$ cat src/gpio_pin_mux_pkg.sv
// Package with the register map, field layout, carrier types and state types of the pin multiplexer.
package gpio_pin_mux_pkg;

  // Port geometry: six ports of sixteen pins; the first four carry input filtering.
  localparam int NUM_PORTS = 6;
  localparam int NUM_FILT_PORTS = 4;
  localparam int PORT_WIDTH = 16;
  localparam int WINDOW_LEN = 6;

  // Register indices; printed offsets are word indices, the APB byte address is four times these.
  // Port order in every table is A, B, D, E, F, G.
  localparam logic [5:0][15:0] FUNC_IDX = {16'h70D8, 16'h70D4, 16'h70D0, 16'h70CC, 16'h70C4,
                                           16'h70C0};
  localparam logic [5:0][15:0] DIR_IDX = {16'h70D9, 16'h70D5, 16'h70D1, 16'h70CD, 16'h70C5,
                                          16'h70C1};
  localparam logic [3:0][15:0] FILT_IDX = {16'h70D2, 16'h70CE, 16'h70C6, 16'h70C2};
  localparam logic [5:0][15:0] VALUE_IDX = {16'h70F8, 16'h70F4, 16'h70F0, 16'h70EC, 16'h70E4,
                                            16'h70E0};
  localparam logic [5:0][15:0] HIGH_IDX = {16'h70F9, 16'h70F5, 16'h70F1, 16'h70ED, 16'h70E5,
                                           16'h70E1};
  localparam logic [5:0][15:0] LOW_IDX = {16'h70FA, 16'h70F6, 16'h70F2, 16'h70EE, 16'h70E6,
                                          16'h70E2};
  localparam logic [5:0][15:0] INV_IDX = {16'h70FB, 16'h70F7, 16'h70F3, 16'h70EF, 16'h70E7,
                                          16'h70E3};

  // Pins of the filtered ports that actually pass through the six-sample qualifier.
  localparam logic [3:0][15:0] FILT_PIN_MASK = {16'h0007, 16'h0063, 16'hFFFF, 16'hFFFF};

  // Field of the filter register that holds the sampling period in system clocks.
  localparam int FILT_PERIOD_LSB = 0;
  localparam int FILT_PERIOD_W = 8;

  // Port D positions of the protect inputs and the trip inputs of the two PWM groups.
  localparam int PORT_D = 2;
  localparam int PROTECT_A_BIT = 0;
  localparam int PROTECT_B_BIT = 5;
  localparam int TRIP_A_BIT = 1;
  localparam int TRIP_B_BIT = 6;

  // Values after reset: all pins are digital inputs with no drive.
  localparam logic [15:0] FUNC_RESET = 16'h0000;
  localparam logic [15:0] DIR_RESET = 16'h0000;
  localparam logic [15:0] FILT_RESET = 16'h0000;
  localparam logic [15:0] VALUE_RESET = 16'h0000;
  localparam logic [31:0] RDATA_RESET = 32'h0000_0000;

  // Kinds of register that an address can decode to.
  typedef enum logic [2:0] {
    KIND_NONE  = 3'h0,
    KIND_FUNC  = 3'h1,
    KIND_DIR   = 3'h2,
    KIND_FILT  = 3'h3,
    KIND_VALUE = 3'h4,
    KIND_HIGH  = 3'h5,
    KIND_LOW   = 3'h6,
    KIND_INV   = 3'h7
  } reg_kind_t;

  // Bus slave states, Gray coded along idle to answer.
  typedef enum logic [1:0] {
    BUS_IDLE   = 2'b00,
    BUS_ANSWER = 2'b01
  } bus_state_t;

  // Result of an address decode.
  typedef struct packed {
    reg_kind_t kind;
    logic [2:0] port;
  } reg_decode_t;

  // APB request and answer bundles.
  typedef struct packed {
    logic psel;
    logic penable;
    logic pwrite;
    logic [31:0] paddr;
    logic [31:0] pwdata;
    logic [3:0] pstrb;
  } apb_req_t;

  typedef struct packed {
    logic [31:0] prdata;
    logic pready;
    logic pslverr;
  } apb_resp_t;

  // Drive of a set of pins: level and active-low output enable.
  typedef struct packed {
    logic [5:0][15:0] level;
    logic [5:0][15:0] oe_n;
  } pin_drive_t;

  typedef logic [5:0][15:0] port_levels_t;

  // Whole state of the multiplexer.
  typedef struct packed {
    bus_state_t bus;
    apb_resp_t resp;
    logic [5:0][15:0] func;
    logic [5:0][15:0] dir;
    logic [5:0][15:0] value;
    logic [3:0][15:0] filt;
    logic [3:0][7:0] div;
    logic [3:0][15:0][5:0] hist;
    logic [3:0][15:0] qlev;
    pin_drive_t pins;
    port_levels_t periph_in;
    logic [1:0] pwm_hiz;
  } mux_state_t;

endpackage : gpio_pin_mux_pkg

$ cat src/gpio_pin_mux_port.sv
// Shared-pin multiplexer and digital I/O ports A, B, D, E, F and G with an APB register slave.
`timescale 1ns/1ps
`default_nettype none

module gpio_pin_mux_port (
  // Clock and reset.
  input wire logic mclk,
  input wire logic rst,
  // APB register slave.
  input wire gpio_pin_mux_pkg::apb_req_t apb_req,
  output gpio_pin_mux_pkg::apb_resp_t apb_resp,
  // System write-protection unlock level.
  input wire logic write_protect_unlock,
  // Package pins.
  input wire gpio_pin_mux_pkg::port_levels_t pin_level_in,
  output gpio_pin_mux_pkg::pin_drive_t pin_drive,
  // On-chip peripherals that share the pins.
  input wire gpio_pin_mux_pkg::pin_drive_t periph_drive,
  output gpio_pin_mux_pkg::port_levels_t periph_level,
  // PWM protection: bit 0 of each group's extended control, and the high-impedance requests.
  input wire logic [1:0] extended_control_trip_en,
  output logic [1:0] pwm_force_hiz
);

  // Map an aligned word index to a register kind and port; anything else is reserved.
  function automatic gpio_pin_mux_pkg::reg_decode_t decode_index(input logic [15:0] idx);
    gpio_pin_mux_pkg::reg_decode_t d;
    d.kind = gpio_pin_mux_pkg::KIND_NONE;
    d.port = 3'h0;
    for (int k = 0; k < gpio_pin_mux_pkg::NUM_PORTS; k++) begin
      if (idx == gpio_pin_mux_pkg::FUNC_IDX[k]) begin
        d.kind = gpio_pin_mux_pkg::KIND_FUNC;
        d.port = 3'(k);
      end
      if (idx == gpio_pin_mux_pkg::DIR_IDX[k]) begin
        d.kind = gpio_pin_mux_pkg::KIND_DIR;
        d.port = 3'(k);
      end
      if (k < gpio_pin_mux_pkg::NUM_FILT_PORTS) begin
        // The two-bit index keeps the unrolled select inside the four filtered ports.
        if (idx == gpio_pin_mux_pkg::FILT_IDX[k[1:0]]) begin
          d.kind = gpio_pin_mux_pkg::KIND_FILT;
          d.port = 3'(k);
        end
      end
      if (idx == gpio_pin_mux_pkg::VALUE_IDX[k]) begin
        d.kind = gpio_pin_mux_pkg::KIND_VALUE;
        d.port = 3'(k);
      end
      if (idx == gpio_pin_mux_pkg::HIGH_IDX[k]) begin
        d.kind = gpio_pin_mux_pkg::KIND_HIGH;
        d.port = 3'(k);
      end
      if (idx == gpio_pin_mux_pkg::LOW_IDX[k]) begin
        d.kind = gpio_pin_mux_pkg::KIND_LOW;
        d.port = 3'(k);
      end
      if (idx == gpio_pin_mux_pkg::INV_IDX[k]) begin
        d.kind = gpio_pin_mux_pkg::KIND_INV;
        d.port = 3'(k);
      end
    end
    return d;
  endfunction : decode_index

  // Expand the two low byte strobes into a 16-bit write mask.
  function automatic logic [15:0] lane_mask(input logic [3:0] strb);
    return {{8{strb[1]}}, {8{strb[0]}}};
  endfunction : lane_mask

  // Write a register with byte lanes: only strobed lanes take the new data.
  function automatic logic [15:0] lane_merge(input logic [15:0] old, input logic [15:0] wdata,
                                             input logic [3:0] strb);
    return (old & ~lane_mask(strb)) | (wdata & lane_mask(strb));
  endfunction : lane_merge

  gpio_pin_mux_pkg::mux_state_t state_reg;
  gpio_pin_mux_pkg::mux_state_t state_next;

  // Combinational views shared by the read path, the peripheral side and the PWM protection.
  gpio_pin_mux_pkg::port_levels_t in_view;
  gpio_pin_mux_pkg::reg_decode_t dec;
  logic addr_ok;
  logic setup_phase;
  logic access_done;
  logic [15:0] wdata;
  logic [15:0] rdata;
  logic [7:0] period;
  logic tick;
  logic trip_a_low;
  logic trip_b_low;

  // Input as seen by software and peripherals: filtered pins take the qualifier's level, the rest
  // take the pin directly. The pin input always feeds this view, whatever the function bit says.
  always_comb begin
    for (int k = 0; k < gpio_pin_mux_pkg::NUM_PORTS; k++) begin
      if (k < gpio_pin_mux_pkg::NUM_FILT_PORTS) begin
        in_view[k] = (state_reg.qlev[k[1:0]] & gpio_pin_mux_pkg::FILT_PIN_MASK[k[1:0]]) |
                     (pin_level_in[k] & ~gpio_pin_mux_pkg::FILT_PIN_MASK[k[1:0]]);
      end else begin
        in_view[k] = pin_level_in[k];
      end
    end
  end

  // Address decode; misaligned addresses are refused with an error answer.
  assign dec = decode_index(apb_req.paddr[17:2]);
  assign addr_ok = (apb_req.paddr[1:0] == 2'b00) && (apb_req.paddr[31:18] == 14'h0000);
  assign setup_phase = apb_req.psel && !apb_req.penable;
  assign access_done = apb_req.psel && apb_req.penable && state_reg.resp.pready;
  assign wdata = apb_req.pwdata[15:0];

  // Read data for the addressed register. Write-only and reserved locations read as zero.
  always_comb begin
    rdata = 16'h0000;
    if (addr_ok) begin
      case (dec.kind)
        gpio_pin_mux_pkg::KIND_FUNC: begin
          rdata = state_reg.func[dec.port];
        end
        gpio_pin_mux_pkg::KIND_DIR: begin
          rdata = state_reg.dir[dec.port];
        end
        gpio_pin_mux_pkg::KIND_FILT: begin
          rdata = state_reg.filt[dec.port[1:0]];
        end
        gpio_pin_mux_pkg::KIND_VALUE: begin
          // Output pins return the latch, never the pin; input pins return the input view, qualified where filtered.
          rdata = (state_reg.value[dec.port] & state_reg.dir[dec.port]) |
                  (in_view[dec.port] & ~state_reg.dir[dec.port]);
        end
        default: begin
          rdata = 16'h0000;
        end
      endcase
    end
  end

  // The trip inputs count as low whatever drives them, including this block's own outputs.
  assign trip_a_low = !in_view[gpio_pin_mux_pkg::PORT_D][gpio_pin_mux_pkg::TRIP_A_BIT];
  assign trip_b_low = !in_view[gpio_pin_mux_pkg::PORT_D][gpio_pin_mux_pkg::TRIP_B_BIT];

  // Next state: bus slave, register writes, qualifiers, pin drive and protection.
  always_comb begin
    state_next = state_reg;
    period = 8'h00;
    tick = 1'b0;

    // Bus slave: answer in the first access cycle, with no wait states.
    case (state_reg.bus)
      gpio_pin_mux_pkg::BUS_IDLE: begin
        if (setup_phase) begin
          state_next.bus = gpio_pin_mux_pkg::BUS_ANSWER;
          state_next.resp.pready = 1'b1;
          state_next.resp.pslverr = !addr_ok;
          state_next.resp.prdata = (addr_ok && !apb_req.pwrite) ? {16'h0000, rdata} :
                                   gpio_pin_mux_pkg::RDATA_RESET;
        end
      end
      gpio_pin_mux_pkg::BUS_ANSWER: begin
        if (access_done || !apb_req.psel) begin
          state_next.bus = gpio_pin_mux_pkg::BUS_IDLE;
          state_next.resp.pready = 1'b0;
          state_next.resp.pslverr = 1'b0;
        end
      end
      default: begin
        state_next.bus = gpio_pin_mux_pkg::BUS_IDLE;
        state_next.resp.pready = 1'b0;
        state_next.resp.pslverr = 1'b0;
      end
    endcase

    // Register writes take effect only at the completing access edge.
    if (access_done && apb_req.pwrite && addr_ok) begin
      case (dec.kind)
        gpio_pin_mux_pkg::KIND_FUNC: begin
          if (write_protect_unlock) begin
            state_next.func[dec.port] = lane_merge(state_reg.func[dec.port], wdata,
                                                   apb_req.pstrb);
          end
        end
        gpio_pin_mux_pkg::KIND_DIR: begin
          if (write_protect_unlock) begin
            state_next.dir[dec.port] = lane_merge(state_reg.dir[dec.port], wdata,
                                                  apb_req.pstrb);
          end
        end
        gpio_pin_mux_pkg::KIND_FILT: begin
          if (write_protect_unlock) begin
            state_next.filt[dec.port[1:0]] = lane_merge(state_reg.filt[dec.port[1:0]], wdata,
                                                        apb_req.pstrb);
          end
        end
        gpio_pin_mux_pkg::KIND_VALUE: begin
          // Stored for every pin; it only shows on pins that are outputs.
          state_next.value[dec.port] = lane_merge(state_reg.value[dec.port], wdata,
                                                  apb_req.pstrb);
        end
        gpio_pin_mux_pkg::KIND_HIGH: begin
          state_next.value[dec.port] = state_reg.value[dec.port] |
                                       (wdata & lane_mask(apb_req.pstrb));
        end
        gpio_pin_mux_pkg::KIND_LOW: begin
          state_next.value[dec.port] = state_reg.value[dec.port] &
                                       ~(wdata & lane_mask(apb_req.pstrb));
        end
        gpio_pin_mux_pkg::KIND_INV: begin
          state_next.value[dec.port] = state_reg.value[dec.port] ^
                                       (wdata & lane_mask(apb_req.pstrb));
        end
        default: begin
          state_next.value = state_reg.value;
        end
      endcase
    end

    // Qualifiers: each filtered port divides the system clock by its period (zero samples every
    // clock). Samples enter a six-deep window; the level moves only on six equal samples, which
    // trades up to six periods of delay for immunity to short spikes.
    for (int q = 0; q < gpio_pin_mux_pkg::NUM_FILT_PORTS; q++) begin
      period = state_reg.filt[q][gpio_pin_mux_pkg::FILT_PERIOD_LSB +:
                                 gpio_pin_mux_pkg::FILT_PERIOD_W];
      tick = (period == 8'h00) || (state_reg.div[q] >= 8'(period - 8'h01));
      state_next.div[q] = tick ? 8'h00 : 8'(state_reg.div[q] + 8'h01);
      for (int b = 0; b < gpio_pin_mux_pkg::PORT_WIDTH; b++) begin
        if (tick) begin
          state_next.hist[q][b] = {state_reg.hist[q][b][4:0], pin_level_in[q][b]};
        end
        if (&state_reg.hist[q][b]) begin
          state_next.qlev[q][b] = 1'b1;
        end else if (~|state_reg.hist[q][b]) begin
          state_next.qlev[q][b] = 1'b0;
        end
      end
    end

    // Pin drive: the function bit picks the source of the output buffer only. In digital mode the
    // direction bit enables the buffer; in peripheral mode the peripheral owns the enable.
    for (int k = 0; k < gpio_pin_mux_pkg::NUM_PORTS; k++) begin
      state_next.pins.level[k] = (periph_drive.level[k] & state_reg.func[k]) |
                                 (state_reg.value[k] & ~state_reg.func[k]);
      state_next.pins.oe_n[k] = (periph_drive.oe_n[k] & state_reg.func[k]) |
                                (~state_reg.dir[k] & ~state_reg.func[k]);
      // The peripheral sees the pin as it stands, so a level driven as GPIO reaches it too.
      state_next.periph_in[k] = in_view[k];
    end

    // PWM protection follows the pin levels, so it acts even when the pins are GPIO outputs.
    state_next.pwm_hiz[0] =
      !in_view[gpio_pin_mux_pkg::PORT_D][gpio_pin_mux_pkg::PROTECT_A_BIT] ||
      (trip_a_low && extended_control_trip_en[0]);
    state_next.pwm_hiz[1] =
      !in_view[gpio_pin_mux_pkg::PORT_D][gpio_pin_mux_pkg::PROTECT_B_BIT] ||
      (trip_b_low && extended_control_trip_en[1]);
  end

  // Single state register. Reset leaves every pin an undriven digital input and the qualifier
  // windows at zero, so a filtered pin held high takes six samples to read high after reset.
  always_ff @(posedge mclk or posedge rst) begin
    if (rst) begin
      state_reg.bus <= gpio_pin_mux_pkg::BUS_IDLE;
      state_reg.resp.prdata <= gpio_pin_mux_pkg::RDATA_RESET;
      state_reg.resp.pready <= 1'b0;
      state_reg.resp.pslverr <= 1'b0;
      state_reg.func <= {gpio_pin_mux_pkg::NUM_PORTS{gpio_pin_mux_pkg::FUNC_RESET}};
      state_reg.dir <= {gpio_pin_mux_pkg::NUM_PORTS{gpio_pin_mux_pkg::DIR_RESET}};
      state_reg.value <= {gpio_pin_mux_pkg::NUM_PORTS{gpio_pin_mux_pkg::VALUE_RESET}};
      state_reg.filt <= {gpio_pin_mux_pkg::NUM_FILT_PORTS{gpio_pin_mux_pkg::FILT_RESET}};
      state_reg.div <= '0;
      state_reg.hist <= '0;
      state_reg.qlev <= '0;
      state_reg.pins.level <= '0;
      state_reg.pins.oe_n <= '1;
      state_reg.periph_in <= '0;
      state_reg.pwm_hiz <= 2'b00;
    end else begin
      state_reg <= state_next;
    end
  end

  // Outputs straight from the state register.
  assign apb_resp = state_reg.resp;
  assign pin_drive = state_reg.pins;
  assign periph_level = state_reg.periph_in;
  assign pwm_force_hiz = state_reg.pwm_hiz;

endmodule : gpio_pin_mux_port

`default_nettype wire

$ cat config.mk
export PLATFORM = sky130hd
export DESIGN_NAME = gpio_pin_mux_port
export DESIGN_NICKNAME = d
export VERILOG_FILES = /design/src/gpio_pin_mux_pkg.sv /design/src/gpio_pin_mux_port.sv
export SDC_FILE = /design/constraint.sdc
export NUM_CORES = 2
export LEC_CHECK = 0
export BUFFER_PORTS_ARGS = -buffer_cell sky130_fd_sc_hd__buf_2
export CELL_PAD_IN_SITES_DETAIL_PLACEMENT = 1
export CELL_PAD_IN_SITES_GLOBAL_PLACEMENT = 2
export CORE_MARGIN = 3
export CORE_UTILIZATION = 37
export DETAILED_ROUTE_END_ITERATION = 8
export PLACE_DENSITY = 0.9
export SYNTH_ARGS = -nofsm -noshare
export SYNTH_HDL_FRONTEND = slang
export SYNTH_SLANG_ARGS = --single-unit
$ cat constraint.sdc
create_clock -name mclk -period 40.4 [get_ports mclk]
set_input_delay 6.06 -clock mclk [delete_from_list [all_inputs] [get_ports mclk]]
set_output_delay 6.06 -clock mclk [all_outputs]
set_load 0.02 [all_outputs]
==> out/qor.yml <==
status: "completed"
r2r-end: "state_reg[501]$_DFFE_PP0N_"
slew_headroom_pct: 6.47
final_hold_viol_count: 0
grt_start_max_net_pins: 175
reg2reg_from: "state_reg[786]$_DFFE_PP0P_"
cts_buffers: 107
vdd_drop_max_v: 0.0000349
synth_top_family_by_area: "compound AO/OA/AOI/OAI gates"
synthArstFlopShare_pct: 100
grt-busiest-layer: "met2"
dieWidth_um: 354
utilization_pct: 42.8
drv_cap: 0
synth_top_cells_by_area: "dfrtp_1, mux2_2, o21ai_0, dfstp_2, buf_4"
synth_mux_area_share_pct: 8.82
cellPowerDensity_nw_per_um2: 41.9
grt_overflow: 0
clk_latency_ns: 0.74
syn-cell-area_um2: 44800
cts_tree: "yes"
num-nets-final: 4987
final-seq-area_um2: 24300
synth_area_per_cell_um2: 10.6
path_depth: 13
yosys_warnings: 0
synth_top_area_share_pct: 48.6
synth_xor_area_share_pct: 0.978
cts_setup_buffers: 0
worst-path-buf-inv: 3
synth.top_cells.by_count: "dfrtp_1, nand2_1, o21ai_0, buf_4, mux2_2"
clock-sinks: 965
antenna_found_initial: 30
cts.repair.resized: 0
critPathArrivalTime_ns: 11.14
synthAdderAreaFrac_pct: 2.01
post-route-period-util_pct: 26.2
use_met2_pct: 47.3
drtIter0Drc: 2923
grt_pass1_vias: 37340
reg2reg_depth: 12
wire_per_inst_um: 29.5
finalCriticalPeriod_ns: 10.57
seq_area_frac_synth_pct: 54.2
synth-seq-cells: 965
synth_compound_area_share_pct: 15.2
yosysTopAreaCell: "dfrtp_1"
drt-total-wl_um: 185000
via_per_inst: 5.77
die_h_um: 354
leakage_uw: 0.0228
ctsRootBufferMaster: "clkbuf_16"
use_met3_pct: 7.93
drc: 0
rsz0062_at_grt: "no"
port_buffers: 653
crit_path_end_kind: "flip-flop"
synth.distinct_cells: 91
r2r_setup_slack_ns: 36.43
worstMarginPinSlew_ns: 1.39
dp_hpwl_um: 138000
vias: 36148
gp_congestion: 1.01
fillers: 13350
fmax_mhz: 94.6
largest_reg_flops: 618
clkTransAtPathRegs_ns: 0.06
synth_flop_cell: "dfrtp_1"
core-area_um2: 120000
grt_usage_pct: 28.8
setup_viol: 0
area_delta_synth_final_pct: 14.7
critPathTopFamily: "simple AND/OR/NAND/NOR gates"
ios: 688
clock_skew_ns: 0.0667
endpoint: "state_reg[873]$_DFFE_PP0P_"
worstHoldStart: "in_view[0]$_DFFE_PP0P_"
hold_class: "reg2reg"
synth-simple-area-share_pct: 11.2
num_rows: 127
synth_most_common_cell: "dfrtp_1"
multi_input_area_um2: 17200
clock_path_buffers: 3
die_area_um2: 125000
cts_hold_buffers: 0
crit_path_start_kind: "input pin"
cp.required_ns: 40.97
critPathMaxFanout: 37
drv_slew: 0
use_met1_pct: 34.2
cp_slowest_cell: "nor2_1"
synth_edf_count: 0
drive_above_1_share_pct: 29.6
grt_pass1_wl_um: 263000
synthCells: 4221
startpoint: "apb_req[53]"
ant_nets: 0
worstSetupPathType: "in2reg"
htree_num_levels: 3
cpPeakStageDelay_ns: 1.10
tns_ns: 0
firstDrtPassIters: 5
worstPathCellList: "buf_2 -> nand4b_1 -> nor2_1 -> o21a_2 -> buf_4 -> o221a_2 -> o21ai_0 -> inv_1 -> ha_1 -> mux2i_1 -> a22o_1 -> nor2_1 -> o21ai_0"
start_util_pct: 37.3
==> through the flow <==
stage / area, um^2 / hold slack [ns] / worst slack (ns) / cells / total power, uW
3_3_place_gp: 47500 / 0.404 / 29.43 / 6054 / 1110
6_report: 51400 / 0.397 / 29.83 / 6270 / 2150
2_1_floorplan: 44800 / 0.384 / 7.36 / 4236 / 1070
5_1_grt: 51300 / 0.412 / 29.79 / 6256 / 2220
3_5_place_dp: 47500 / 0.410 / 29.33 / 6054 / 1120
4_1_cts: 51300 / 0.398 / 30.14 / 6254 / 2170
==> worst min path at each step <==
stage,to,depth (start not counted)
floorplan,periph_level[16]$_DFF_PP0_,0
global placement,periph_level[15]$_DFF_PP0_,0
detailed placement,periph_level[12]$_DFF_PP0_,0
CTS,periph_level[0]$_DFF_PP0_,0
global route,periph_level[0]$_DFF_PP0_,0
finish,periph_level[0]$_DFF_PP0_,0
==> metal layers <==
metal / vias up / wire length (um)
met3: 478 / 16700
met4: 24 / 12200
met2: 1694 / 87000
met1: 18589 / 68600
li1: 15363 / -
met5: - / 158
==> placed cells by master (no fill, tap or decap), drive strengths merged, types with 12 or more instances in the layout <==
cell | synthesis | final
a211oi | 21 | 21
a21boi | 18 | 18
a21o | 27 | 27
a21oi | 86 | 86
a221oi | 19 | 19
a222oi | 12 | 12
a22o | 34 | 34
a22oi | 53 | 53
a31oi | 16 | 16
and2 | 18 | 18
and3 | 18 | 18
buf | 397 | 716
bufinv | 0 | 12
clkbuf | 113 | 155
clkinv | 1 | 27
conb | 1 | 16
dfrtp | 869 | 869
dfstp | 96 | 96
diode | 0 | 16
ha | 72 | 72
inv | 51 | 53
mux2 | 333 | 333
mux2i | 20 | 20
nand2 | 649 | 649
nand2b | 23 | 23
nand3 | 91 | 91
nand4 | 12 | 12
nor2 | 135 | 135
nor2b | 13 | 13
nor3 | 57 | 57
nor4 | 15 | 15
o211ai | 12 | 12
o21a | 18 | 18
o21ai | 614 | 614
o221ai | 32 | 32
o22ai | 70 | 70
or3 | 21 | 21
or4 | 41 | 41
xnor2 | 26 | 26
xor2 | 24 | 24
==> layout make-up <==
class | instances | share of cell area, %
repair buffers | 716 | 7.36
flip-flops and latches | 965 | 47.3
well taps | 1612 | 3.93
inverters | 52 | 0.395
diodes | 16 | 0.0780
multi-input cells | 2709 | 33.5
clock buffers | 155 | 6.05
clock inverters | 45 | 1.38
==> cells by family after synthesis <==
family / Yosys count
XOR/XNOR: 50
multiplexers: 353
flip-flops: 965
adder cells (fa/ha/maj): 72
other: 1
AND/OR/NAND/NOR: 1113
AO/OA/AOI/OAI: 1105
buffers and inverters: 562
==> report_power, final <==
group / switching, uW / leakage [uW] / internal [uW]
registers: 13.7 / 0.0120 / 984
clock network: 435 / 0.00185 / 616
logic: 68.4 / 0.00887 / 33.3
total: 517 / 0.0228 / 1630
Note: power is estimated with default switching activity, not from simulation.
